<file path="src/rtl/sweep_trigger_consts.svh">
// constants of the sweep trigger sequencer: offsets, fields, limits and timing counts
`ifndef SWEEP_TRIGGER_CONSTS_SVH
`define SWEEP_TRIGGER_CONSTS_SVH

`define CLK_MHZ 125
`define PERIOD_MIN_NS 100
`define PERIOD_MIN_CYC ((`PERIOD_MIN_NS * `CLK_MHZ + 999) / 1000)
`define PERIOD_MAX_MS 400
`define PERIOD_MAX_CYC (`PERIOD_MAX_MS * `CLK_MHZ * 1000)
`define OFFSET_MAX_MS 100
`define OFFSET_MAX_CYC (`OFFSET_MAX_MS * `CLK_MHZ * 1000)
`define DELAY_MAX_S 10
`define DELAY_MAX_CYC (`DELAY_MAX_S * `CLK_MHZ * 1000000)
`define HOLDOFF_MAX_S 10
`define HOLDOFF_MAX_CYC (`HOLDOFF_MAX_S * `CLK_MHZ * 1000000)
`define AUTO_MIN_MS 1
`define AUTO_MIN_US (`AUTO_MIN_MS * 1000)
`define AUTO_MAX_S 100
`define AUTO_MAX_US (`AUTO_MAX_S * 1000000)
`define US_CYC `CLK_MHZ
`define LEVEL_SCALE 100
`define LEVEL_MIN_DBM (-210)
`define LEVEL_MAX_DBM 30
`define LEVEL_MIN (`LEVEL_MIN_DBM * `LEVEL_SCALE)
`define LEVEL_MAX (`LEVEL_MAX_DBM * `LEVEL_SCALE)
`define AVG_MIN 1
`define AVG_MAX 10000

`define REG_CTRL 8'h00
`define REG_CMD 8'h04
`define REG_PERIOD 8'h08
`define REG_OFFSET 8'h0C
`define REG_LEVEL 8'h10
`define REG_DELAY 8'h14
`define REG_AUTO 8'h18
`define REG_HOLDOFF 8'h1C
`define REG_AVG 8'h20
`define REG_STATUS 8'h24
`define REG_EXCESS 8'h28

`define CTRL_SRC_LSB 0
`define CTRL_SLOPE_NEG 3
`define CTRL_CONT 4
`define CTRL_MEAS_LSB 5
`define CTRL_AVG_TRACE 7
`define CMD_RUN_HOLD 0
`define CMD_SINGLE 1
`define CMD_RESTART 2
`define CMD_RESET_OFFSET 3

`define RST_PERIOD 32'h0000_3D09
`define RST_CTRL 8'h10
`define RST_AVG 14'h0001

`endif

</file>
<file path="src/rtl/sweep_trigger_pkg.sv">
// types of the sweep trigger sequencer
package sweep_trigger_pkg;
	typedef enum logic [2:0] {
		SRC_FREE = 3'b000,
		SRC_EXT = 3'b001,
		SRC_PERIODIC = 3'b010,
		SRC_TD_LEVEL = 3'b011,
		SRC_IF_LEVEL = 3'b100
	} src_e;
	typedef enum logic [1:0] {
		MEAS_DENSITY = 2'b00,
		MEAS_SPECTROGRAM = 2'b01,
		MEAS_REALTIME = 2'b10
	} meas_e;
	typedef enum logic [1:0] {
		ST_HOLD = 2'b00,
		ST_ARM = 2'b01,
		ST_DELAY = 2'b10,
		ST_SWEEP = 2'b11
	} state_e;
endpackage

</file>
<file path="src/rtl/sweep_trigger_sequencer.sv">
// sweep trigger sequencer: trigger sources, delay, hold-off, auto trigger, run control
`timescale 1ns/1ps
`include "sweep_trigger_consts.svh"
module sweep_trigger_sequencer #(
	parameter logic [31:0] PERIOD_MAX_CYC = `PERIOD_MAX_CYC,
	parameter logic [31:0] OFFSET_MAX_CYC = `OFFSET_MAX_CYC,
	parameter logic [31:0] DELAY_MAX_CYC = `DELAY_MAX_CYC,
	parameter logic [31:0] HOLDOFF_MAX_CYC = `HOLDOFF_MAX_CYC,
	parameter logic [31:0] AUTO_MIN_US = `AUTO_MIN_US,
	parameter logic [31:0] AUTO_MAX_US = `AUTO_MAX_US,
	parameter logic [7:0] US_CYC = `US_CYC
) (
	input wire logic clk_in,
	input wire logic arst_n_in,
	input wire logic [7:0] addr_in,
	input wire logic [31:0] wdata_in,
	input wire logic wr_in,
	input wire logic rd_in,
	output logic [31:0] rdata_out,
	input wire logic ext_trig_in,
	input wire logic signed [15:0] td_amp_in,
	input wire logic signed [15:0] if_level_in,
	input wire logic signed [15:0] td_reach_in,
	input wire logic sweep_done_in,
	output logic sweep_start_out,
	output logic sweeping_out,
	output logic waiting_out,
	output logic clear_history_out,
	output logic hw_limited_out,
	output logic [1:0] meas_type_out,
	output logic [13:0] avg_index_out
);
	localparam logic [31:0] PER_MIN = 32'(`PERIOD_MIN_CYC);
	localparam logic signed [15:0] LVL_MIN = 16'(`LEVEL_MIN);
	localparam logic signed [15:0] LVL_MAX = 16'(`LEVEL_MAX);
	localparam logic [13:0] AVG_MAX = 14'(`AVG_MAX);

	sweep_trigger_pkg::state_e state_q;
	sweep_trigger_pkg::src_e src_q;
	logic slope_neg_q, cont_q, avg_trace_q, run_q;
	logic [1:0] meas_q;
	logic [31:0] period_q, delay_q, auto_q, holdoff_q;
	logic signed [31:0] offset_q;
	logic signed [15:0] level_q;
	logic [13:0] avg_q, avg_cnt_q, remain_q;
	logic [3:0] cmd_q;
	logic [31:0] grid_q, target_q, dly_cnt_q, hold_cnt_q, auto_cnt_q;
	logic [7:0] us_cnt_q;
	logic ext_s1_q, ext_s2_q, ext_prev_q;
	logic signed [15:0] td_amp_q, if_lvl_q;
	logic td_above_q, if_above_q, td_prev_q, if_prev_q;
	logic per_fire_q, clear_q, start_q;
	logic signed [15:0] td_thr;
	logic [31:0] off_mag, off_rem, wd_u;
	logic signed [31:0] wd_s;
	logic gated, free_src, edge_src, edge_hit, trig_ok, auto_hit, active;
	logic w_ctrl, w_cmd;

	assign wd_u = wdata_in;
	assign wd_s = wdata_in;
	assign w_ctrl = wr_in && addr_in == `REG_CTRL;
	assign w_cmd = wr_in && addr_in == `REG_CMD;

	// register writes; numeric settings are clamped into their legal ranges, control fields are stored as written
	always_ff @(posedge clk_in or negedge arst_n_in) begin
		if (!arst_n_in) begin
			src_q <= sweep_trigger_pkg::SRC_FREE;
			slope_neg_q <= 1'b0;
			meas_q <= 2'b00;
			avg_trace_q <= 1'b0;
			period_q <= `RST_PERIOD;
			offset_q <= 32'sh0000_0000;
			level_q <= 16'sh0000;
			delay_q <= 32'h0000_0000;
			auto_q <= 32'h0000_0000;
			holdoff_q <= 32'h0000_0000;
			avg_q <= `RST_AVG;
		end else if (wr_in) begin
			case (addr_in)
				`REG_CTRL: begin
					src_q <= sweep_trigger_pkg::src_e'(wdata_in[`CTRL_SRC_LSB +: 3]);
					slope_neg_q <= wdata_in[`CTRL_SLOPE_NEG];
					meas_q <= wdata_in[`CTRL_MEAS_LSB +: 2];
					avg_trace_q <= wdata_in[`CTRL_AVG_TRACE];
				end
				`REG_CMD: begin
					if (wdata_in[`CMD_RESET_OFFSET])
						offset_q <= 32'sh0000_0000;
				end
				`REG_PERIOD: begin
					if (wd_u < PER_MIN)
						period_q <= PER_MIN;
					else if (wd_u > PERIOD_MAX_CYC)
						period_q <= PERIOD_MAX_CYC;
					else
						period_q <= wd_u;
				end
				`REG_OFFSET: begin
					if (wd_s > $signed(OFFSET_MAX_CYC))
						offset_q <= $signed(OFFSET_MAX_CYC);
					else if (wd_s < -$signed(OFFSET_MAX_CYC))
						offset_q <= -$signed(OFFSET_MAX_CYC);
					else
						offset_q <= wd_s;
				end
				`REG_LEVEL: begin
					if ($signed(wdata_in[15:0]) < LVL_MIN)
						level_q <= LVL_MIN;
					else if ($signed(wdata_in[15:0]) > LVL_MAX)
						level_q <= LVL_MAX;
					else
						level_q <= $signed(wdata_in[15:0]);
				end
				`REG_DELAY: begin
					if (wd_u > DELAY_MAX_CYC)
						delay_q <= DELAY_MAX_CYC;
					else
						delay_q <= wd_u;
				end
				`REG_AUTO: begin
					if (wd_u == 32'h0000_0000)
						auto_q <= 32'h0000_0000;
					else if (wd_u < AUTO_MIN_US)
						auto_q <= AUTO_MIN_US;
					else if (wd_u > AUTO_MAX_US)
						auto_q <= AUTO_MAX_US;
					else
						auto_q <= wd_u;
				end
				`REG_HOLDOFF: begin
					if (wd_u > HOLDOFF_MAX_CYC)
						holdoff_q <= HOLDOFF_MAX_CYC;
					else
						holdoff_q <= wd_u;
				end
				`REG_AVG: begin
					if (wdata_in[31:0] < 32'(`AVG_MIN))
						avg_q <= 14'(`AVG_MIN);
					else if (wdata_in[31:0] > 32'(`AVG_MAX))
						avg_q <= AVG_MAX;
					else
						avg_q <= wdata_in[13:0];
				end
				default: ;
			endcase
		end
	end

	// commands are registered so run/hold, single and restart act one cycle after their write; offset reset acts on the write itself
	always_ff @(posedge clk_in or negedge arst_n_in) begin
		if (!arst_n_in)
			cmd_q <= 4'h0;
		else
			cmd_q <= w_cmd ? wdata_in[3:0] : 4'h0;
	end

	// input capture: external pin through two flops, level buses registered once
	always_ff @(posedge clk_in or negedge arst_n_in) begin
		if (!arst_n_in) begin
			ext_s1_q <= 1'b0;
			ext_s2_q <= 1'b0;
			ext_prev_q <= 1'b0;
			td_amp_q <= 16'sh0000;
			if_lvl_q <= 16'sh0000;
			td_above_q <= 1'b0;
			if_above_q <= 1'b0;
			td_prev_q <= 1'b0;
			if_prev_q <= 1'b0;
		end else begin
			ext_s1_q <= ext_trig_in;
			ext_s2_q <= ext_s1_q;
			ext_prev_q <= ext_s2_q;
			td_amp_q <= td_amp_in;
			if_lvl_q <= if_level_in;
			td_above_q <= td_amp_q >= td_thr;
			if_above_q <= if_lvl_q >= level_q;
			td_prev_q <= td_above_q;
			if_prev_q <= if_above_q;
		end
	end

	// the time-domain path cannot reach above the present gain setup, so clamp there
	assign td_thr = (level_q > td_reach_in) ? td_reach_in : level_q;
	assign hw_limited_out = level_q > td_reach_in;

	// one edge detector per qualified input: 0 external pin, 1 time-domain level, 2 IF-stage level
	logic [2:0] lvl_now, lvl_old, rise_hit, fall_hit, pol_hit;
	assign lvl_now = {if_above_q, td_above_q, ext_s2_q};
	assign lvl_old = {if_prev_q, td_prev_q, ext_prev_q};
	for (genvar i = 0; i < 3; i++) begin : g_edge
		assign rise_hit[i] = lvl_now[i] & ~lvl_old[i];
		assign fall_hit[i] = lvl_old[i] & ~lvl_now[i];
		assign pol_hit[i] = slope_neg_q ? fall_hit[i] : rise_hit[i];
	end

	// edge select per source; only one cycle per crossing passes
	always_comb begin
		edge_hit = 1'b0;
		case (src_q)
			sweep_trigger_pkg::SRC_EXT: edge_hit = pol_hit[0];
			sweep_trigger_pkg::SRC_TD_LEVEL: edge_hit = pol_hit[1];
			sweep_trigger_pkg::SRC_IF_LEVEL: edge_hit = pol_hit[2];
			default: edge_hit = 1'b0;
		endcase
	end

	// periodic grid and its shifted firing point
	assign off_mag = offset_q[31] ? 32'(-offset_q) : 32'(offset_q);
	assign off_rem = off_mag % period_q;
	always_ff @(posedge clk_in or negedge arst_n_in) begin
		if (!arst_n_in) begin
			grid_q <= 32'h0000_0000;
			target_q <= 32'h0000_0000;
			per_fire_q <= 1'b0;
		end else begin
			grid_q <= (grid_q >= period_q - 32'h0000_0001) ? 32'h0000_0000 : grid_q + 32'h0000_0001;
			target_q <= (offset_q[31] && off_rem != 32'h0000_0000) ? period_q - off_rem : off_rem;
			per_fire_q <= grid_q == target_q;
		end
	end

	assign gated = meas_q != sweep_trigger_pkg::MEAS_SPECTROGRAM;
	assign free_src = !gated || src_q == sweep_trigger_pkg::SRC_FREE;
	assign edge_src = src_q == sweep_trigger_pkg::SRC_EXT || src_q == sweep_trigger_pkg::SRC_TD_LEVEL ||
		src_q == sweep_trigger_pkg::SRC_IF_LEVEL;
	assign trig_ok = gated && ((src_q == sweep_trigger_pkg::SRC_PERIODIC && per_fire_q) ||
		(edge_src && edge_hit && hold_cnt_q == 32'h0000_0000));
	assign auto_hit = gated && auto_q != 32'h0000_0000 && auto_cnt_q >= auto_q;
	assign active = run_q || remain_q != 14'h0000;

	// hold-off starts on every edge trigger accepted while armed, and keeps running while a sweep is going
	always_ff @(posedge clk_in or negedge arst_n_in) begin
		if (!arst_n_in)
			hold_cnt_q <= 32'h0000_0000;
		else if (edge_src && edge_hit && hold_cnt_q == 32'h0000_0000 && state_q == sweep_trigger_pkg::ST_ARM)
			hold_cnt_q <= holdoff_q;
		else if (hold_cnt_q != 32'h0000_0000)
			hold_cnt_q <= hold_cnt_q - 32'h0000_0001;
	end

	// auto-trigger timer counts microseconds while armed
	always_ff @(posedge clk_in or negedge arst_n_in) begin
		if (!arst_n_in) begin
			us_cnt_q <= 8'h00;
			auto_cnt_q <= 32'h0000_0000;
		end else if (state_q != sweep_trigger_pkg::ST_ARM) begin
			us_cnt_q <= 8'h00;
			auto_cnt_q <= 32'h0000_0000;
		end else if (us_cnt_q == US_CYC - 8'h01) begin
			us_cnt_q <= 8'h00;
			auto_cnt_q <= auto_cnt_q + 32'h0000_0001;
		end else begin
			us_cnt_q <= us_cnt_q + 8'h01;
		end
	end

	// history clear pulse follows the registered restart command
	always_ff @(posedge clk_in or negedge arst_n_in) begin
		if (!arst_n_in)
			clear_q <= 1'b0;
		else
			clear_q <= cmd_q[`CMD_RESTART];
	end

	// average counter: restart wins over a sweep finishing in the same cycle
	always_ff @(posedge clk_in or negedge arst_n_in) begin
		if (!arst_n_in)
			avg_cnt_q <= `RST_AVG;
		else if (cmd_q[`CMD_RESTART])
			avg_cnt_q <= 14'h0001;
		else if (state_q == sweep_trigger_pkg::ST_SWEEP && sweep_done_in && avg_cnt_q < avg_q)
			avg_cnt_q <= avg_cnt_q + 14'h0001;
	end

	// run control: continuous flag, toggled run, pending sweep count
	always_ff @(posedge clk_in or negedge arst_n_in) begin
		if (!arst_n_in) begin
			cont_q <= 1'b1;
			run_q <= 1'b1;
			remain_q <= 14'h0000;
		end else begin
			if (w_ctrl) begin
				cont_q <= wdata_in[`CTRL_CONT];
				run_q <= wdata_in[`CTRL_CONT];
			end else if (cmd_q[`CMD_SINGLE]) begin
				cont_q <= 1'b0;
				run_q <= 1'b0;
			end else if (cmd_q[`CMD_RUN_HOLD] && cont_q) begin
				run_q <= ~run_q;
			end
			if (cmd_q[`CMD_SINGLE] || (cmd_q[`CMD_RUN_HOLD] && !cont_q && remain_q == 14'h0000))
				remain_q <= 14'h0001;
			else if (cmd_q[`CMD_RESTART] && !cont_q)
				remain_q <= avg_trace_q ? avg_q : 14'h0001;
			else if (state_q == sweep_trigger_pkg::ST_SWEEP && sweep_done_in && remain_q != 14'h0000)
				remain_q <= remain_q - 14'h0001;
		end
	end

	// sequencer: hold, armed, delaying, sweeping
	always_ff @(posedge clk_in or negedge arst_n_in) begin
		if (!arst_n_in) begin
			state_q <= sweep_trigger_pkg::ST_HOLD;
			dly_cnt_q <= 32'h0000_0000;
			start_q <= 1'b0;
		end else begin
			start_q <= 1'b0;
			case (state_q)
				sweep_trigger_pkg::ST_HOLD: begin
					if (active)
						state_q <= sweep_trigger_pkg::ST_ARM;
				end
				sweep_trigger_pkg::ST_ARM: begin
					if (!active) begin
						state_q <= sweep_trigger_pkg::ST_HOLD;
					end else if (free_src || auto_hit) begin
						state_q <= sweep_trigger_pkg::ST_SWEEP;
						start_q <= 1'b1;
					end else if (trig_ok) begin
						state_q <= sweep_trigger_pkg::ST_DELAY;
						dly_cnt_q <= 32'h0000_0000;
					end
				end
				sweep_trigger_pkg::ST_DELAY: begin
					if (dly_cnt_q >= delay_q) begin
						state_q <= sweep_trigger_pkg::ST_SWEEP;
						start_q <= 1'b1;
					end else begin
						dly_cnt_q <= dly_cnt_q + 32'h0000_0001;
					end
				end
				sweep_trigger_pkg::ST_SWEEP: begin
					// a sweep in flight always completes, even if hold was requested
					if (sweep_done_in) begin
						if (run_q || remain_q > 14'h0001)
							state_q <= sweep_trigger_pkg::ST_ARM;
						else
							state_q <= sweep_trigger_pkg::ST_HOLD;
					end
				end
				default: state_q <= sweep_trigger_pkg::ST_HOLD;
			endcase
		end
	end

	// register reads answer one cycle after the strobe; unmapped addresses read zero
	always_ff @(posedge clk_in or negedge arst_n_in) begin
		if (!arst_n_in) begin
			rdata_out <= 32'h0000_0000;
		end else if (rd_in) begin
			case (addr_in)
				`REG_CTRL: rdata_out <= {24'h00_0000, avg_trace_q, meas_q, cont_q, slope_neg_q, src_q};
				`REG_PERIOD: rdata_out <= period_q;
				`REG_OFFSET: rdata_out <= offset_q;
				`REG_LEVEL: rdata_out <= {{16{level_q[15]}}, level_q};
				`REG_DELAY: rdata_out <= delay_q;
				`REG_AUTO: rdata_out <= auto_q;
				`REG_HOLDOFF: rdata_out <= holdoff_q;
				`REG_AVG: rdata_out <= {18'h0_0000, avg_q};
				`REG_STATUS: rdata_out <= {2'b00, avg_cnt_q, 8'h00, run_q, hw_limited_out,
					state_q == sweep_trigger_pkg::ST_SWEEP, state_q == sweep_trigger_pkg::ST_ARM,
					2'b00, state_q};
				`REG_EXCESS: rdata_out <= hw_limited_out ? 32'(level_q - td_reach_in) : 32'h0000_0000;
				default: rdata_out <= 32'h0000_0000;
			endcase
		end else begin
			rdata_out <= 32'h0000_0000;
		end
	end

	assign sweep_start_out = start_q;
	assign sweeping_out = state_q == sweep_trigger_pkg::ST_SWEEP;
	assign waiting_out = state_q == sweep_trigger_pkg::ST_ARM && !free_src;
	assign clear_history_out = clear_q;
	assign meas_type_out = meas_q;
	assign avg_index_out = avg_cnt_q;
endmodule // sweep_trigger_sequencer

</file>
<file path="config.mk">
export PLATFORM = sky130hd
export DESIGN_NAME = sweep_trigger_sequencer
export DESIGN_NICKNAME = d
export VERILOG_FILES = /design/src/rtl/sweep_trigger_pkg.sv /design/src/rtl/sweep_trigger_sequencer.sv
export VERILOG_INCLUDE_DIRS = /design/src /design/src/rtl
export SDC_FILE = /design/constraint.sdc
export NUM_CORES = 2
export LEC_CHECK = 0
export BUFFER_PORTS_ARGS = -buffer_cell sky130_fd_sc_hd__buf_2
export CAP_MARGIN = 20
export CORE_AREA = 2 2 413 415
export CTS_BUF_LIST = sky130_fd_sc_hd__clkbuf_16
export DETAILED_ROUTE_END_ITERATION = 8
export DIE_AREA = 0 0 415 417
export HOLD_SLACK_MARGIN = 0.06
export MAX_ROUTING_LAYER = met4
export PLACE_DENSITY_LB_ADDON = 0.2
export SETUP_SLACK_MARGIN = 0.2
export SLEW_MARGIN = 10
export SYNTH_ARGS = -nofsm -noshare
export SYNTH_HDL_FRONTEND = slang
export SYNTH_SLANG_ARGS = --single-unit
</file>
<file path="constraint.sdc">
create_clock -name clk_in -period 104.5 [get_ports clk_in]
set_input_delay 10.45 -clock clk_in [delete_from_list [all_inputs] [get_ports clk_in]]
set_output_delay 10.45 -clock clk_in [all_outputs]
set_load 0.01 [all_outputs]
</file>
==> out/summary.txt <==
IO Port Bufs -> 146
first-pass GRT wire length -> 392,000 um
Inst Count DP -> 9,927
clk sinks -> 474
synthesis warning total -> 0
DRT iter0 DRCs -> 5,834
cell taking the most area after synthesis -> dfrtp_1
Avg WL per Cell -> 26.9 um
number of synthesized flops with an enable pin -> 0
Clock transition at path regs -> 0.06 ns
core area -> 169,000 um2
hold-fix buffers at CTS -> 0
ys async rst share -> 100%
total gr overflow -> 0
P_leak -> 30.4 nW
DRC -> 0
f_max -> 11.3 MHz
CP dominant cell by count -> o21a_1
post-CTS sizing -> 0
clock root buffer -> clkbuf_16
slowest CP cell -> a211oi_2
total wire length -> 270,000 um
M1 wire length -> 114,000 um
CP required -> 105.01 ns
Yosys top cell area share -> 19.8%
first-pass detailed-route iteration total -> 6
#FFs+latches synth -> 474
clk buf depth -> 3
sequential area share after synthesis -> 20.3%
Avg Inst Size Synth -> 7.61 um2
CTS tree -> yes
Tcrit/Tclk final -> 84.9%
fill count -> 17,700
top cells by area, synth -> dfrtp_1 20%, ha_1 15%, nand2_1 5.7%
Placer Congestion -> 1.03
routed vias -> 60,900
total die area -> 173,000 um2
largest net degree at the start of global routing -> 160
Max stage delay on crit path -> 0.91 ns
share of cells above drive strength 1 -> 7.73%
Post-CTS Setup Bufs -> 0
RSZ-0062 raised after global routing -> no
status -> complete, no violations
Synth Net Count -> 8,516
Worst-Skew Late Latency -> 0.69 ns
Worst Skew -> 0.0641 ns
top_reg_cell synth -> dfrtp_1
I/O pin count -> 147
H-tree depth -> 2
Initial Util -> 34.8%
die height -> 417 um
total CTS buffers -> 52
FF+latch area -> 11,900 um2
max_cap viols -> 0
power per standard cell area -> 12.5 nW/um2
met2 wire length -> 126,000 um
Max VDD drop -> 0.0169 mV
Hold Fails Final Rpt -> 0
Cells after Synth -> 7,701
startpoint types -> register
synthesized area -> 58,600 um2
commonest cells after routing, fill and taps aside -> 882 x nand2_1, 725 x nor2_1, 718 x ha_1
critical path arrival -> 89.28 ns
HPWL after DPL -> 211,000 um
Area Growth Syn to Fin -> 9.26%
Die X -> 415 um
Final Setup Violations -> 0
Tmin final -> 88.77 ns
vias in the first global route -> 57,900
met3 WL -> 16,800 um
worst-path fanout max -> 37
initial antenna violation count -> 22
Slew headroom -> 15.1%
area of the multi-input gates -> 44,500 um2
setup_tns -> 0 ns
top sig layer -> met4
GRT Util Overall -> 30.9%
DR vias/cell -> 6.06
critical path class -> register to register
# nets final -> 8,582
min-delay worst type -> register to register
most common cell after layout, fill and taps aside -> nand2_1
Cell variety after synth -> 108
Rows -> 151
Slew Viols, Final -> 0
Post-DRT Antenna Nets -> 0
worst-margin pin slew -> 1.26 ns
CP endpoint kind -> register
final std cells w/o fill -> 10,000
[critical path, delay by kind of cell (launching register included)]
| family | cells | cell delay, ns |
|---|---|---|
| AO/OA/AOI/OAI | 202 | 52.26 |
| XOR/XNOR | 3 | 0.51 |
| adder cells (fa/ha/maj) | 33 | 10.63 |
| buffers and inverters | 17 | 3.26 |
| flip-flops | 1 | 0.44 |
| multiplexers | 11 | 4.32 |
| AND/OR/NAND/NOR | 74 | 16.99 |
[per-layer routing]
layer | vias up | global-route usage (%)
met5 | - | -
met4 | 0 | 13.5
met3 | 568 | 2.93
met2 | 2506 | 50.6
met1 | 29600 | 38.8
li1 | 28200 | -
[flip-flops by register name, summed over array words and instances, names as in the netlist, 16 cells and up, named ones only]
name / cells
if_lvl_q: 16
delay_q: 32
auto_q: 32
grid_q: 32
holdoff_q: 32
target_q: 32
dly_cnt_q: 32
td_amp_q: 16
period_q: 32
offset_q: 32
hold_cnt_q: 32
auto_cnt_q: 32
rdata_out: 32
level_q: 16
[path summary, 6_finish.rpt]
check                      slack (ns)                    endpoint  cells past startpoint                     start
max in group asynchronous       91.87       if_lvl_q[9]$_DFF_PN0_                      4                 arst_n_in
min                              0.40          ext_s2_q$_DFF_PN0_                      0        ext_s1_q$_DFF_PN0_
min in group asynchronous        9.75  auto_cnt_q[24]$_DFFE_PN0P_                      1                 arst_n_in
min reg2reg                      0.40          ext_s2_q$_DFF_PN0_                      0        ext_s1_q$_DFF_PN0_
max                             15.73      target_q[29]$_DFF_PN0_                    340  offset_q[10]$_DFFE_PN0P_
max reg2reg                     15.73      target_q[29]$_DFF_PN0_                    340  offset_q[10]$_DFFE_PN0P_
[Yosys cell counts, types with 57 or more instances]
cell        n
inv_1     368
nor2_1    732
o31ai_1    59
or3_1      84
nand2b_1  102
a21o_1    222
ha_1      718
xor2_1    237
a31oi_1    95
o21a_1    178
nor3_1    260
o21ai_0   443
clkbuf_1  239
nand3_1   189
dfrtp_1   463
nand2_1   884
o211ai_1   58
a211oi_1   64
nor2b_1   103
and2_1     90
a21oi_1   543
a22o_1     65
nand4_1   129
xnor2_1   361
nor4_1     57
mux2_2     78
[stage by stage]
stage	hold WS [ns]	setup WS (ns)	utilization [%]	power (mW)	cell area (um2)
global route	0.421	10.40	38.0	0.848	64100
detailed placement	0.398	17.62	37.0	0.607	62300
floorplan	0.331	28.07	-	0.492	58600
CTS	0.415	17.20	38.0	0.798	64000
global placement	0.382	15.54	36.9	0.607	62200
finish	0.399	15.73	38.0	0.802	64100
[power breakdown]
group | total [mW] | switching, mW | internal (mW) | leakage [nW]
Clock | 0.188 | 0.0869 | 0.101 | 0.841
Combinational | 0.395 | 0.242 | 0.153 | 23.4
Sequential | 0.219 | 0.0207 | 0.198 | 6.11
[final cells by class]
type	count	share of cell area [%]
multi-input cells	6576	69.4
diodes	17	0.0664
clock inverters	44	0.559
well taps	2218	4.33
clock buffers	52	2.03
flip-flops and latches	474	18.5
inverters	375	2.20
repair buffers	288	2.86
[cell families after synthesis]
group                      synth area share, %
xor gates and xnor gates                  9.21
DFF                                       20.3
adders and majority gates                 15.6
AOI/OAI and AO/OA                         25.3
and+or+nand+nor                           23.0
buffers and inverters                     4.22
muxes                                     2.40
(Power assumes the default switching activity.)
